File: src/rtl/sleep_ctrl_pkg.sv
// constants and types for the sleep-mode controller
package sleep_ctrl_pkg;
  localparam logic [2:0] KIND_IDLE     = 3'h0;
  localparam logic [2:0] KIND_ADCNR    = 3'h1;
  localparam logic [2:0] KIND_PDOWN    = 3'h2;
  localparam logic [2:0] KIND_PSAVE    = 3'h3;
  localparam logic [2:0] KIND_RSVD_A   = 3'h4;
  localparam logic [2:0] KIND_RSVD_B   = 3'h5;
  localparam logic [2:0] KIND_STBY     = 3'h6;
  localparam logic [2:0] KIND_XSTBY    = 3'h7;
  localparam int         CLK_MHZ       = 10;
  localparam int         IRQ_HOLD_CYC  = 4;
  localparam int         STBY_WAKE_CYC = 6;
  localparam int         BOD_WAKE_US   = 60;
  localparam int         BOD_WAKE_CYC  = BOD_WAKE_US * CLK_MHZ;
  localparam int         BROWNOUT_SLEEP_OFF_BIT_WIN_CYC  = 4;
  localparam logic       BROWNOUT_SLEEP_OFF_BIT_RESET    = 1'b0;
  localparam int         CNT_W         = 16;
  typedef enum logic [2:0] {ST_RUN, ST_SLEEP, ST_STARTUP, ST_HOLD} sleep_state_t;
endpackage : sleep_ctrl_pkg

File: src/rtl/brownout_sleep_off_bit_if.sv
// carrier between controller and timed brown-out sleep-off latch
`timescale 1ns/1ps
interface brownout_sleep_off_bit_if;
  logic enableWrite;
  logic valueWrite;
  logic wrData;
  logic offBit;
  modport ctrl  (output enableWrite, output valueWrite, output wrData, input offBit);
  modport latch (input enableWrite, input valueWrite, input wrData, output offBit);
endinterface : brownout_sleep_off_bit_if

File: src/rtl/brownout_sleep_off_bit_latch.sv
// brown-out sleep-off bit with timed enable write sequence
`timescale 1ns/1ps
module brownout_sleep_off_bit_latch
  import sleep_ctrl_pkg::*;
(
  input  wire logic sys_clk,
  input  wire logic rst_n,
  input  wire logic clkEn,
  brownout_sleep_off_bit_if.latch     bus
);
  logic [2:0] winCnt_reg;
  logic [2:0] winCnt_next;
  logic       off_reg;
  logic       off_next;

  // enable opens a short window; value write only lands inside it
  always_comb begin
    winCnt_next = winCnt_reg;
    off_next    = off_reg;
    if (bus.valueWrite && winCnt_reg != 3'h0) begin
      off_next    = bus.wrData;
      winCnt_next = 3'h0;
    end else if (bus.enableWrite) begin
      winCnt_next = 3'(BROWNOUT_SLEEP_OFF_BIT_WIN_CYC);
    end else if (winCnt_reg != 3'h0) begin
      winCnt_next = winCnt_reg - 3'h1;
    end
  end

  always_ff @(posedge sys_clk) begin
    if (!rst_n) begin
      winCnt_reg <= 3'h0;
      off_reg    <= BROWNOUT_SLEEP_OFF_BIT_RESET;
    end else if (clkEn) begin
      winCnt_reg <= winCnt_next;
      off_reg    <= off_next;
    end
  end

  assign bus.offBit = off_reg;

  chk_brownout_sleep_off_bit_needs_window: assert property (@(posedge sys_clk) disable iff (!rst_n)
    (clkEn && bus.valueWrite && winCnt_reg == 3'h0) |=> $stable(off_reg))
    else $error("brown-out bit changed without enable window");
endmodule : brownout_sleep_off_bit_latch

File: src/rtl/sleep_mode_controller.sv
// sleep-mode controller: clock gating, wake filter and start-up timing
`timescale 1ns/1ps
module sleep_mode_controller
  import sleep_ctrl_pkg::*;
#(
  parameter int unsigned STARTUP_CYC = 16
)(
  input  wire logic       sys_clk,
  input  wire logic       rst_n,
  input  wire logic       clkEn,
  input  wire logic       sleep_arm_bit,
  input  wire logic [2:0] sleep_kind_select,
  input  wire logic       sleepInstr,
  input  wire logic       adcEnabled,
  input  wire logic       asyncTimerOn,
  input  wire logic       bodsEnableWrite,
  input  wire logic       bodsValueWrite,
  input  wire logic       bodsWrData,
  input  wire logic       sysResetReq,
  input  wire logic       external_irq_a,
  input  wire logic       external_irq_b,
  input  wire logic       irqALevelMode,
  input  wire logic       irqBLevelMode,
  input  wire logic       pin_change_irq,
  input  wire logic       twoWireMatch,
  input  wire logic       watchdogIrq,
  input  wire logic       asyncTimerIrq,
  input  wire logic       timerIrq,
  input  wire logic       storeEeReadyIrq,
  input  wire logic       adcDoneIrq,
  input  wire logic       otherIoIrq,
  output logic            cpuClkEn,
  output logic            flashClkEn,
  output logic            ioClkEn,
  output logic            adcClkEn,
  output logic            asyncClkEn,
  output logic            oscEn,
  output logic            brownoutEn,
  output logic            adcStartPulse,
  output logic            coreHold,
  output logic            irqDeliver,
  output logic            resetVector,
  output logic            brownout_sleep_off_bit,
  output logic            asleep
);
  localparam logic [CNT_W-1:0] HOLD_CNT = CNT_W'(IRQ_HOLD_CYC);
  localparam logic [CNT_W-1:0] STBY_CNT = CNT_W'(STBY_WAKE_CYC);
  localparam logic [CNT_W-1:0] BOD_CNT  = CNT_W'(BOD_WAKE_CYC);

  brownout_sleep_off_bit_if bodsBus ();
  assign bodsBus.enableWrite = bodsEnableWrite;
  assign bodsBus.valueWrite  = bodsValueWrite;
  assign bodsBus.wrData      = bodsWrData;

  brownout_sleep_off_bit_latch uBods (
    .sys_clk (sys_clk),
    .rst_n   (rst_n),
    .clkEn   (clkEn),
    .bus     (bodsBus)
  );
  assign brownout_sleep_off_bit = bodsBus.offBit;

  // pin-side wake inputs pass three sync flops and a filter flop; change counted when 2nd and 3rd agree
  localparam int NPIN = 4;
  logic [NPIN-1:0] pinRaw;
  logic [NPIN-1:0] syncA_reg;
  logic [NPIN-1:0] syncB_reg;
  logic [NPIN-1:0] syncC_reg;
  logic [NPIN-1:0] pinStable_reg;
  logic [NPIN-1:0] pinStable_next;
  assign pinRaw = {twoWireMatch, pin_change_irq, external_irq_b, external_irq_a};

  genvar gi;
  generate
    for (gi = 0; gi < NPIN; gi++) begin : g_sync
      always_comb begin
        pinStable_next[gi] = pinStable_reg[gi];
        if (syncB_reg[gi] == syncC_reg[gi]) begin
          pinStable_next[gi] = syncC_reg[gi];
        end
      end
      always_ff @(posedge sys_clk) begin
        if (!rst_n) begin
          syncA_reg[gi]     <= 1'b0;
          syncB_reg[gi]     <= 1'b0;
          syncC_reg[gi]     <= 1'b0;
          pinStable_reg[gi] <= 1'b0;
        end else if (clkEn) begin
          syncA_reg[gi]     <= pinRaw[gi];
          syncB_reg[gi]     <= syncA_reg[gi];
          syncC_reg[gi]     <= syncB_reg[gi];
          pinStable_reg[gi] <= pinStable_next[gi];
        end
      end
    end
  endgenerate

  logic irqA, irqB, pcIrq, twMatch;
  assign irqA    = pinStable_reg[0];
  assign irqB    = pinStable_reg[1];
  assign pcIrq   = pinStable_reg[2];
  assign twMatch = pinStable_reg[3];

  sleep_state_t     state_reg, state_next;
  logic [2:0]       kind_reg, kind_next;
  logic             bodOff_reg, bodOff_next;
  logic             wakeIrq_reg, wakeIrq_next;
  logic             levelWake_reg, levelWake_next;
  logic [CNT_W-1:0] cnt_reg, cnt_next;
  logic             adcStart_reg, adcStart_next;
  logic             irqOut_reg, irqOut_next;
  logic             rstVec_reg, rstVec_next;

  // wake qualification per mode
  logic extLevel, extAny, levelOk, deepKind, standbyKind, wakeEv, irqWake;
  always_comb begin
    extAny   = irqA | irqB;
    extLevel = (irqA & irqALevelMode) | (irqB & irqBLevelMode);
    levelOk  = extLevel | pcIrq | twMatch | watchdogIrq;
    deepKind    = (kind_reg != KIND_IDLE) && (kind_reg != KIND_ADCNR);
    standbyKind = (kind_reg == KIND_STBY) || (kind_reg == KIND_XSTBY);
    irqWake = 1'b0;
    case (kind_reg)
      KIND_IDLE:  irqWake = extAny | pcIrq | twMatch | watchdogIrq | asyncTimerIrq
                          | timerIrq | storeEeReadyIrq | adcDoneIrq | otherIoIrq;
      KIND_ADCNR: irqWake = levelOk | adcDoneIrq | storeEeReadyIrq
                          | (asyncTimerIrq & asyncTimerOn);
      KIND_PDOWN, KIND_STBY: irqWake = levelOk;
      KIND_PSAVE, KIND_XSTBY: irqWake = levelOk
                          | (asyncTimerIrq & asyncTimerOn);
      default:    irqWake = 1'b0;
    endcase
    wakeEv = irqWake;
  end

  // main sequence: run, sleep, start-up delay, interrupt hold
  always_comb begin
    state_next     = state_reg;
    kind_next      = kind_reg;
    bodOff_next    = bodOff_reg;
    wakeIrq_next   = wakeIrq_reg;
    levelWake_next = levelWake_reg;
    cnt_next       = cnt_reg;
    adcStart_next  = 1'b0;
    irqOut_next    = 1'b0;
    rstVec_next    = 1'b0;
    case (state_reg)
      ST_RUN: begin
        // reserved codes and a clear arm bit leave the instruction a no-op
        if (sleepInstr && sleep_arm_bit && sleep_kind_select != KIND_RSVD_A
            && sleep_kind_select != KIND_RSVD_B) begin
          state_next    = ST_SLEEP;
          kind_next     = sleep_kind_select;
          adcStart_next = (sleep_kind_select == KIND_ADCNR) && adcEnabled;
          bodOff_next   = bodsBus.offBit && sleep_kind_select != KIND_IDLE
                          && sleep_kind_select != KIND_ADCNR;
        end
      end
      ST_SLEEP: begin
        if (wakeEv) begin
          state_next     = ST_STARTUP;
          wakeIrq_next   = 1'b1;
          levelWake_next = deepKind && !(pcIrq | twMatch | watchdogIrq
                           | asyncTimerIrq);
          if (bodOff_reg) begin
            cnt_next = BOD_CNT;
          end else if (standbyKind) begin
            cnt_next = STBY_CNT;
          end else if (deepKind) begin
            cnt_next = CNT_W'(STARTUP_CYC);
          end else begin
            cnt_next = CNT_W'(1);
          end
        end
      end
      ST_STARTUP: begin
        if (cnt_reg > CNT_W'(1)) begin
          cnt_next = cnt_reg - CNT_W'(1);
        end else begin
          bodOff_next = 1'b0;
          state_next  = ST_HOLD;
          cnt_next    = HOLD_CNT;
          // level gone before start-up ended: wake without interrupt
          if (levelWake_reg && !extLevel) begin
            wakeIrq_next = 1'b0;
          end
        end
      end
      ST_HOLD: begin
        if (cnt_reg > CNT_W'(1)) begin
          cnt_next = cnt_reg - CNT_W'(1);
        end else begin
          state_next   = ST_RUN;
          irqOut_next  = wakeIrq_reg;
          wakeIrq_next = 1'b0;
        end
      end
      default: state_next = ST_RUN;
    endcase
    // reset in any state but run overrides state, brown-out and pending wake flag and restarts at the vector
    if (sysResetReq && state_reg != ST_RUN) begin
      state_next   = ST_RUN;
      bodOff_next  = 1'b0;
      wakeIrq_next = 1'b0;
      rstVec_next  = 1'b1;
    end
  end

  // sequencing state; register file and sram are never touched here
  always_ff @(posedge sys_clk) begin
    if (!rst_n) begin
      state_reg     <= ST_RUN;
      kind_reg      <= KIND_IDLE;
      bodOff_reg    <= 1'b0;
      wakeIrq_reg   <= 1'b0;
      levelWake_reg <= 1'b0;
      cnt_reg       <= '0;
      adcStart_reg  <= 1'b0;
      irqOut_reg    <= 1'b0;
      rstVec_reg    <= 1'b0;
    end else if (clkEn) begin
      state_reg     <= state_next;
      kind_reg      <= kind_next;
      bodOff_reg    <= bodOff_next;
      wakeIrq_reg   <= wakeIrq_next;
      levelWake_reg <= levelWake_next;
      cnt_reg       <= cnt_next;
      adcStart_reg  <= adcStart_next;
      irqOut_reg    <= irqOut_next;
      rstVec_reg    <= rstVec_next;
    end
  end

  // clock domain gating; start-up keeps clocks up so the oscillator settles
  logic inSleep;
  assign inSleep = (state_reg == ST_SLEEP);
  always_comb begin
    cpuClkEn   = !inSleep;
    flashClkEn = !inSleep;
    ioClkEn    = !inSleep || kind_reg == KIND_IDLE;
    adcClkEn   = !inSleep || kind_reg == KIND_IDLE || kind_reg == KIND_ADCNR;
    asyncClkEn = !inSleep || kind_reg == KIND_IDLE || kind_reg == KIND_ADCNR
                 || kind_reg == KIND_PSAVE || kind_reg == KIND_XSTBY;
    oscEn      = !inSleep || kind_reg == KIND_IDLE || kind_reg == KIND_ADCNR
                 || kind_reg == KIND_STBY || kind_reg == KIND_XSTBY;
  end
  assign brownoutEn    = !(inSleep && bodOff_reg);
  assign adcStartPulse = adcStart_reg;
  assign coreHold      = (state_reg != ST_RUN);
  assign irqDeliver    = irqOut_reg;
  assign resetVector   = rstVec_reg;
  assign asleep        = inSleep;

  chk_noarm_noop: assert property (@(posedge sys_clk) disable iff (!rst_n)
    (clkEn && state_reg == ST_RUN && sleepInstr && !sleep_arm_bit && !sysResetReq)
      |=> state_reg == ST_RUN)
    else $error("sleep entered with arm bit clear");
  chk_adc_autostart: assert property (@(posedge sys_clk) disable iff (!rst_n)
    (clkEn && state_reg == ST_RUN && sleepInstr && sleep_arm_bit
     && sleep_kind_select == KIND_ADCNR && adcEnabled) |=> adcStartPulse)
    else $error("no adc start on noise reduction entry");
  chk_idle_clocks: assert property (@(posedge sys_clk) disable iff (!rst_n)
    (inSleep && kind_reg == KIND_IDLE) |-> (!cpuClkEn && ioClkEn && adcClkEn))
    else $error("idle clock gating wrong");
  chk_pdown_clocks: assert property (@(posedge sys_clk) disable iff (!rst_n)
    (inSleep && kind_reg == KIND_PDOWN) |-> !(oscEn | ioClkEn | adcClkEn | asyncClkEn))
    else $error("power-down left a clock running");
  chk_edge_nowake: assert property (@(posedge sys_clk) disable iff (!rst_n)
    (clkEn && inSleep && kind_reg == KIND_PDOWN && !sysResetReq && !pcIrq && !twMatch
     && !watchdogIrq && !(irqA & irqALevelMode) && !(irqB & irqBLevelMode))
      |=> inSleep)
    else $error("woke from power-down on edge interrupt");
  chk_stby_six: assert property (@(posedge sys_clk) disable iff (!rst_n)
    (clkEn && inSleep && kind_reg == KIND_STBY && wakeEv && !bodOff_reg && !sysResetReq)
      |=> cnt_reg == STBY_CNT)
    else $error("standby wake count is not six");
  chk_hold_four: assert property (@(posedge sys_clk) disable iff (!rst_n)
    (clkEn && $rose(state_reg == ST_HOLD)) |-> cnt_reg == HOLD_CNT)
    else $error("interrupt hold is not four cycles");
  chk_bod_restore: assert property (@(posedge sys_clk) disable iff (!rst_n)
    (!inSleep) |-> brownoutEn)
    else $error("brown-out left off while awake");
  chk_reset_vector: assert property (@(posedge sys_clk) disable iff (!rst_n)
    (clkEn && sysResetReq && state_reg != ST_RUN) |=> (resetVector && state_reg == ST_RUN))
    else $error("reset in sleep did not restart");

  // more per-mode gating checks, idle included, plus reserved-code and brown-out delay checks; clocks only matter while asleep
  chk_idle_flash: assert property (@(posedge sys_clk) disable iff (!rst_n)
    (inSleep && kind_reg == KIND_IDLE) |-> (!flashClkEn && asyncClkEn && oscEn))
    else $error("idle flash or async gating wrong");
  chk_adcnr_clocks: assert property (@(posedge sys_clk) disable iff (!rst_n)
    (inSleep && kind_reg == KIND_ADCNR) |-> (!ioClkEn && !cpuClkEn && !flashClkEn
     && adcClkEn && asyncClkEn && oscEn))
    else $error("noise reduction clock gating wrong");
  chk_psave_clocks: assert property (@(posedge sys_clk) disable iff (!rst_n)
    (inSleep && kind_reg == KIND_PSAVE) |-> (asyncClkEn && !oscEn && !adcClkEn))
    else $error("power-save clock gating wrong");
  chk_stby_osc: assert property (@(posedge sys_clk) disable iff (!rst_n)
    (inSleep && (kind_reg == KIND_STBY || kind_reg == KIND_XSTBY))
      |-> (oscEn && !ioClkEn && !cpuClkEn))
    else $error("standby oscillator gating wrong");
  chk_reserved_noop: assert property (@(posedge sys_clk) disable iff (!rst_n)
    (clkEn && state_reg == ST_RUN && sleepInstr && (sleep_kind_select == KIND_RSVD_A
     || sleep_kind_select == KIND_RSVD_B)) |=> state_reg == ST_RUN)
    else $error("reserved sleep code entered sleep");
  chk_bod_sixty: assert property (@(posedge sys_clk) disable iff (!rst_n)
    (clkEn && inSleep && wakeEv && bodOff_reg && !sysResetReq) |=> cnt_reg == BOD_CNT)
    else $error("brown-out wake delay not loaded");
  // a low enable must freeze the sequence, or gated clocks could glitch
  chk_freeze_state: assert property (@(posedge sys_clk) disable iff (!rst_n)
    (!clkEn) |=> $stable(state_reg))
    else $error("state moved while clock enable low");
endmodule : sleep_mode_controller

File: config.mk
export PLATFORM = sky130hd
export DESIGN_NAME = sleep_mode_controller
export DESIGN_NICKNAME = d
export VERILOG_FILES = /design/src/rtl/sleep_ctrl_pkg.sv /design/src/rtl/brownout_sleep_off_bit_if.sv /design/src/rtl/brownout_sleep_off_bit_latch.sv /design/src/rtl/sleep_mode_controller.sv
export SDC_FILE = /design/constraint.sdc
export NUM_CORES = 1
export LEC_CHECK = 0
export BUFFER_PORTS_ARGS = -buffer_cell sky130_fd_sc_hd__buf_2
export CORE_MARGIN = 2
export CORE_UTILIZATION = 56
export CTS_CLUSTER_DIAMETER = 120
export DETAILED_ROUTE_END_ITERATION = 7
export PLACE_DENSITY_LB_ADDON = 0.12
export SLEW_MARGIN = 15
export SYNTH_ARGS = -nofsm -noshare
export SYNTH_HDL_FRONTEND = slang
export SYNTH_SLANG_ARGS = --single-unit
File: constraint.sdc
create_clock -name sys_clk -period 2.8 [get_ports sys_clk]
set_clock_uncertainty 0.15 [all_clocks]
set_input_delay 0 -clock sys_clk [delete_from_list [all_inputs] [get_ports sys_clk]]
set_output_delay 0 -clock sys_clk [all_outputs]
set_load 0.02 [all_outputs]
Word level (Yosys, flattened, before mapping)
Index checks and enable logic that the tools add are counted.
Storage, ports and cells
  register bits after elaboration: 48
  output and inout bits: 13
  word-level logic and storage cells: 155
Operators by class
  add/sub/neg operators: 2
  magnitude comparators: 1
  equality and inequality tests: 24
  multiplexer cells: 31
  bitwise gates (word level): 23
  reductions and logical operators: 47
Operator list (number)
  16-bit two-way mux: 3
  16-bit one-hot mux with 3 select lines: 1
  3-bit two-way mux: 8
  3-bit nonzero test: 7
  1-bit OR: 20
  3-bit inequality test (second input constant): 6
  16-bit by 1-bit greater-than comparator with 1-bit output (second input constant): 1
  16-bit by 1-bit subtractor with 16-bit output (second input constant): 1
  3-bit by 2-bit == test with 1-bit output (second input constant): 4
  1-bit logical AND: 12
  1-bit two-way mux: 12
  3-bit one-hot mux with 4 select lines: 1
  2-bit AND reduction: 6
  10-bit two-way mux: 1
  5-bit two-way mux: 2
  3-bit by 1-bit == test with 1-bit output (second input constant): 3
  4-bit AND reduction: 2
  1-bit logical OR: 7
  3-bit == test (second input constant): 2
  3-bit zero test: 2
  3-bit by 1-bit inequality test with 1-bit output (second input constant): 2
  3-bit AND reduction: 2
  6-bit AND reduction: 1
  5-bit AND reduction: 1
  11 further kinds: 21

Logic depth before layout (Yosys ltp)
Gate-level depths: netlist (run 1).
  word-level depth: 13
  gate-level depth with buffers: 9

By module
From an unflattened synthesis (run 1), not the netlist that was laid out.
Unflattened totals
  cells, all modules: 334
  area, all modules: 2670.1 sq um
Modules (own cells, without submodules)
  sleep_mode_controller: instances 1, cells an instance 304, area an instance 2418.6 sq um, sequential area each 860.8 sq um
  brownout_sleep_off_bit_latch: instances 1, cells an instance 30, area an instance 251.5 sq um, sequential area each 80.1 sq um

Worst setup path before layout (run 1)
OpenSTA, ideal clock, no wires.
  path type: reg-to-reg
  start: register cnt_reg[0]
  end: register cnt_reg[13]
  library setup time: 0.072 ns
  arrival: 2.280 ns
  slack: 0.298 ns
  cell stages (with the launch flop): 8
  path buffers: 1
  clock period less this slack: 2.502 ns
  cell sequence: dfxtp_1 > or4_1 > buf_2 > or3_1 > or3_4 > nor2_4 > or4b_1 > a21oi_1
On the way
  cells in the longest elaborated chain, start to end: 3
Ends and longest elaborated chain
  start, declared: line sleep_mode_controller.sv:109  | logic [CNT_W-1:0] cnt_reg, cnt_next;
  start signal, assigned: line sleep_mode_controller.sv:227  | cnt_reg <= cnt_next;
  16-bit by 1-bit subtractor with 16-bit output / 16-bit by 1-bit greater-than comparator with 1-bit output (equally long branches)
  16-bit two-way mux, or another cell as far along: line sleep_mode_controller.sv:190  | if (cnt_reg > CNT_W'(1)) begin
  16-bit one-hot mux with 3 select lines / 4-bit AND reduction (equally long branches)
Parallel ways exist; a longest one is shown, timed or not. The select of a mux whose other input is x is not followed.
A chain may end at the register's enable or synchronous reset.

Worst setup path in the final report (run 1)
  start: register cnt_reg[4]
  end: register cnt_reg[13]
Same word-level chain as after synthesis.

==> impl_metrics.csv, run 1 <==
group,metric,value,unit
setup_path,worstPathCellList,"or4_1, or3_1, or3_4, nor2_4, or4b_1, a21oi_1",
floorplan,io_pins,39,
yosys,synthAdderAreaFrac,4.00,%
routing,wl,6360,µm
global_routing,grt_pass1_wl,10900,µm
routing,antenna_left,0,
floorplan,start_util,57.9,%
layout,syn2layout_area_growth,22.7,%
timing,tightest_slew,0.628,ns
layout,nFillCells,348,
yosys,synthMuxAreaShare,7.20,%
setup_path,critPathLaunchType,"flop",
timing,setup_tns,0,ns
timing,final_max_slew_viol_count,0,
yosys,synth.distinct_cells,47,
floorplan,die_area,5020,µm²
timing,hold_viol,0,
setup_path,worst_setup_path_end_kind,"flop",
yosys,synth_compound_area_share,24.0,%
global_routing,gr-total-overflow,0,
setup_path,slowest_delay,0.59,ns
yosys,synth_nets,342,
timing,max_freq,0.376,GHz
clocking,clk_path_buf_depth,2,
yosys,ys_async_sr_fraction,0,%
yosys,ys_seq_elements,47,
timing,worst_slack,0.138,ns
yosys,ys_seq_area_share,37.6,%
place,dp_cells,394,
yosys,yosys.area_share.simple,21.3,%
yosys,syn_area,2500,µm²
power,power_density,515,nW/µm²
timing,relSlewSlack,57.8,%
place,io_buffers,38,
yosys,yosysMostFrequentCell,"dfxtp_1",
layout,utilization,71.1,%
setup_path,crit_path_top_delay_cell,"or4_1",
clocking,path_clk_slew,0.10,ns
clocking,clkLatencyLatePin,0.30,ns
status,status,"complete, no violations",
global_routing,grt.busiest_layer,"met2",
routing,drc,0,
global_routing,met3_usage,4.42,%
yosys,yosysTopAreaCell,"dfxtp_1",
timing,post-route-period-util,95.1,%
yosys,synth_xor_area_share,0.700,%
yosys,synth_top_area_share,37.6,%
floorplan,die_h,70.9,µm
yosys,ys_top_cells_by_area,"dfxtp_1 (38%), mux2i_1 (7.2%), a21oi_1 (5.6%), nor2_1 (4.8%), o21ai_0 (4.2%)",
layout,final_nets,400,
layout,layout.cells.non_filler,419,
global_routing,grt_max_degree,29,
global_routing,antenna_found_initial,0,
timing,final-setup-viol-count,0,
timing,rsz0062_at_grt,"false",
floorplan,core,4320,µm²
routing,wl_per_cell,15.2,µm
setup_path,cp_data_required_time,2.89,ns
run,max_cap_viol_count,0,
routing,drtIter0Drc,172,
timing,fin_crit,2.66,ns
setup_path,worstPathMaxFanout,8,
layout,layout-drive-gt1-share,17.4,%
setup_path,critPathKind,"reg2reg",
power,cellLeakagePower,0.00130,µW
clocking,cts_inserted_buffers,5,
setup_path,worstPathArrival,2.75,ns
layout,largest_reg_flops,16,
yosys,syn_inst,308,
global_routing,grt.total_usage,26.5,%
routing,vias_per_cell,6.05,
clocking,clkSinkCount,47,
clocking,cts_tree,"built",
floorplan,die_w,70.9,µm
min_path,hold_path.class,"in2reg",
power,total_power,1580,µW
layout,diodes,0,
yosys,ys_top_cells_by_count,"dfxtp_1 (47), nor2_1 (32), a21oi_1 (28)",
clocking,htreeDepth,2,
yosys,synthFlopType,"dfxtp_1",
floorplan,rows,24,
clocking,clockRootBuffer,"clkbuf_8",
place,hpwl,4290,µm
yosys,synth_edf_count,0,
clocking,cts_setup_buffers,0,
yosys,postSynthAreaPerCell,8.13,µm²
routing,vias,2535,
power,ir_drop,0.374,mV
global_routing,first_global_vias,2400,
global_routing,met1_usage,36.7,%
place,place.gp.congestion,0.849,
place,place_ws,0.178,ns
yosys,synth_top_family_by_area,"compound AO/OA/AOI/OAI gates",
global_routing,grt_util_met2,43.0,%
yosys,ys_warn_count,0,
routing,firstDrtPassIters,4,
-- placed cells by master, fill, tap and decap left out, types with 2 or more instances in the layout --
| master | n |
|---|---|
| a211oi_1 | 2 |
| a21o_1 | 7 |
| a21oi_1 | 28 |
| a22oi_1 | 2 |
| a31o_2 | 2 |
| buf_2 | 38 |
| buf_4 | 11 |
| clkbuf_8 | 5 |
| dfxtp_1 | 47 |
| dlygate4sd3_1 | 17 |
| ha_1 | 8 |
| inv_1 | 17 |
| mux2i_1 | 18 |
| nand2_1 | 27 |
| nand3_1 | 10 |
| nand4_1 | 3 |
| nand4b_1 | 2 |
| nor2_1 | 32 |
| nor3_1 | 5 |
| nor4_1 | 7 |
| o211ai_1 | 3 |
| o21a_1 | 3 |
| o21ai_0 | 21 |
| o311ai_0 | 2 |
| o31a_1 | 4 |
| o31ai_1 | 6 |
| o41ai_1 | 3 |
| or3_1 | 5 |
| or4_1 | 9 |
-- what timing repair did --
item / CTS / global route
gates resized for setup: 0 / 1
hold endpoints to repair: 15 / 0
hold buffers: 17 / 0
setup endpoints to repair: 0 / 4
-- cell type report --
cell class / instances / area, µm² / share of cell area, %
Clock buffer: 5 / 68.8 / 2.24
Clock inverter: 3 / 47.5 / 1.55
Inverter: 18 / 67.6 / 2.20
Multi-Input combinational cell: 228 / 1440 / 46.9
Sequential cell: 47 / 941 / 30.6
Tap cell: 52 / 65.1 / 2.12
Timing Repair Buffer: 66 / 443 / 14.4
-- cells by family after synthesis --
family	count (synthesis)
simple gates	107
xor+xnor	2
mux	18
buf+inv	33
fa+ha+maj	8
compound gates	93
flops	47
-- final timing paths --
check | start | endpoint | slack [ns] | depth (start not counted)
setup / recovery | cnt_reg[4] | cnt_reg[13] | 0.14 | 6
hold / removal | clkEn | adcStartPulse | 0.003 | 5
setup reg to reg | cnt_reg[4] | cnt_reg[13] | 0.14 | 6
hold reg to reg | syncC_reg[0] | irqA | 0.31 | 2
-- metrics by stage --
step	hold slack, ns	instance area [µm²]
after floorplan	-0.00284	2500
after global placement	0.0844	2780
after detailed placement	0.101	2780
after CTS	0.00161	3070
after global routing	0.0378	3070
final	0.00332	3070
-- power by group --
part           internal (µW)  switching [µW]
Clock                    271             247
Combinational            141             206
Sequential               694            22.8
-- per-layer routing --
layer / vias to the layer above / share of wire [%] / wire length, µm
met4: 0 / 1.2 / 78
met1: 1173 / 46 / 2930
met3: 10 / 6.5 / 411
li1: 1253 / - / -
met2: 99 / 46 / 2940
met5: - / 0 / 0
-- critical path, delay by kind of cell, from the launching register on --
kind	cells	cell delay, ns
simple gates	5	1.93
compound gates	1	0.15
flops	1	0.38
No activity file was read; power rests on OpenSTA's default activity.
==> run 2, diff against run 1 <==
- SETUP_SLACK_MARGIN: unset -> 0.3
==> run 2 against run 1 <==
- sequential cell count unchanged
- clock-buffer cell count unchanged
- cell count increased by 1.2%
- sequential share of layout area decreased by 0.74 points
- critical endpoint unchanged
- hold slack improved by 0.0039 ns
- via count decreased by 0.79%
- register-to-register slack improved by 0.12 ns
- first-iteration DRC count increased by 26%
- wire length decreased by 0.58%
- power increased by 2.4%
- highest routed layer unchanged
==> impl_metrics.csv, run 2 (same netlist as run 1, synthesis figures left out) <==
group,metric,value,unit
status,status,"complete, no violations",
global_routing,antenna_found_initial,0,
global_routing,first_global_vias,2373,
layout,utilization,73.6,%
setup_path,worstPathCellList,"or4_4, or3_4, or3_4, nor2_4, or4b_4, a21oi_2",
floorplan,start_util,57.9,%
power,intPower,1130,µW
setup_path,cp_common_cell,"or3_4",
layout,syn2layout_area_growth,27.1,%
setup_path,rr_startpoint,"cnt_reg[3]",
place,hpwl,4160,µm
timing,final_max_slew_viol_count,0,
place,place_area,2780,µm²
clocking,path_clk_slew,0.10,ns
setup_path,worstRegToRegCells,6,
setup_path,r2r_end,"cnt_reg[13]",
min_path,hold_path.class,"in2reg",
global_routing,grt_pass1_wl,10700,µm
timing,tightest_slew,0.513,ns
power,clkPwrFrac,32.0,%
setup_path,rrSetupSlack,0.25,ns
min_path,holdPathStages,5,
setup_path,worstPathMaxFanout,4,
layout,layout.cells.non_filler,424,
clocking,htreeDepth,2,
timing,rsz0062_at_grt,"true",
min_path,min_from,"clkEn",
routing,wl,6320,µm
routing,antenna_left,0,
clocking,clkSinkCount,47,
clocking,cts_tree,"built",
setup_path,startpoint,"cnt_reg[3]",
floorplan,core,4320,µm²
power,p_seq_share,44.3,%
setup_path,cp_num_buf_inv,0,
clocking,clockRootBuffer,"clkbuf_8",
floorplan,die_w,70.9,µm
layout,layout-drive-gt1-share,22.6,%
place,place.gp.congestion,0.877,
timing,setup_tns,0,ns
timing,final-setup-viol-count,0,
global_routing,grt_max_degree,25,
routing,vias_per_cell,5.93,
routing,drc,0,
power,power_density,509,nW/µm²
timing,post-route-period-util,90.9,%
layout,final_nets,405,
routing,drtIter0Drc,217,
setup_path,critPathKind,"reg2reg",
setup_path,slowest_delay,0.54,ns
timing,relSlewSlack,65.5,%
setup_path,worstPathArrival,2.64,ns
routing,firstDrtPassIters,4,
min_path,hold_end,"adcStartPulse",
run,max_cap_viol_count,0,
layout,stdcell_area,3180,µm²
setup_path,worst_setup_path_end_kind,"flop",
global_routing,grt.total_usage,26.2,%
power,sw_frac_of_total,30.0,%
clocking,clkLatencyLatePin,0.31,ns
timing,holdWs,0.00723,ns
clocking,cts_inserted_buffers,5,
place,dp_cells,394,
floorplan,io_pins,39,
setup_path,crit_path_top_delay_cell,"or4_4",
floorplan,rows,24,
power,power.share.combinational,23.8,%
setup_path,cp_data_required_time,2.89,ns
routing,wl_per_cell,14.9,µm
timing,max_freq,0.393,GHz
power,cellLeakagePower,0.00133,µW
layout,layout_common_cells,"dfxtp_1 (41), buf_2 (38), nor2_1 (32), nand2_1 (27), a21oi_1 (27)",
place,io_buffers,38,
global_routing,gr-total-overflow,0,
timing,fin_crit,2.55,ns
setup_path,critPathLaunchType,"flop",
layout,largest_reg_flops,16,
floorplan,die_h,70.9,µm
setup_path,critPathTopFamily,"simple AND/OR/NAND/NOR gates",
layout,diodes,0,
power,ir_drop,0.355,mV
routing,vias,2515,
timing,hold_viol,0,
floorplan,die_area,5020,µm²
layout,layout_commonest_cell,"dfxtp_1",
clocking,clk_path_buf_depth,2,
power,p_switching,485,µW
run 2: cell count changes in the layout (fill, tap and decap cells not counted), moves of 3 or more:
cell,change
buf_4,+4
dfxtp_1,-6
dfxtp_2,+5
or4_1,-3
or4_4,+3
run 2: layer usage:
layer	part of all wire [%]	up-vias	track usage [%]
met5	0	-	0
met4	1.4	0	8.81
met3	5.5	9	5.27
met2	45	73	40.7
met1	48	1173	36.7
li1	-	1260	-
run 2: worst reg2reg max path, cell delays in order (launching register included):
cell,delay (ns)
dfxtp_2,0.33
or4_4,0.54
or3_4,0.38
or3_4,0.37
nor2_4,0.12
or4b_4,0.46
a21oi_2,0.12
run 2: layout make-up:
cell class,instances,area [µm²]
Clock buffer,5,68.8
Clock inverter,3,47.5
Fill cell,320,1140
Inverter,18,67.6
Multi-Input combinational cell,228,1500
Sequential cell,47,951
Tap cell,52,65.1
Timing Repair Buffer,71,483
run 2: how the worst max path moves through the flow:
stage                  endpoint  cells past startpoint
finish              cnt_reg[13]                      6
global route        cnt_reg[13]                      6
CTS                 cnt_reg[13]                      6
detailed placement  cnt_reg[11]                      5
global placement    cnt_reg[13]                      6
floorplan           cnt_reg[13]                      7
run 2: metrics by stage:
stage	worst slack [ns]	total power, µW
after floorplan	0.298	956
after global placement	0.229	1040
after detailed placement	0.191	1050
after CTS	0.227	1600
after global routing	0.180	1700
final	0.254	1620
run 2: repair_timing:
item	4_1_cts	5_1_grt
hold buffers	18	0
pin swaps	5	1
resized for setup	11	10
gates cloned	0	0
hold endpoints to repair	19	0
setup buffers	4	0
setup endpoints to repair	6	15
run 2: power groups by stage:
stage / Sequential [µW] / Combinational, µW / Clock, µW
after floorplan: 726 / 230 / 0
after global placement: 730 / 314 / 0
after detailed placement: 731 / 317 / 0
after CTS: 715 / 364 / 523
after global routing: 721 / 423 / 552
final: 717 / 385 / 518
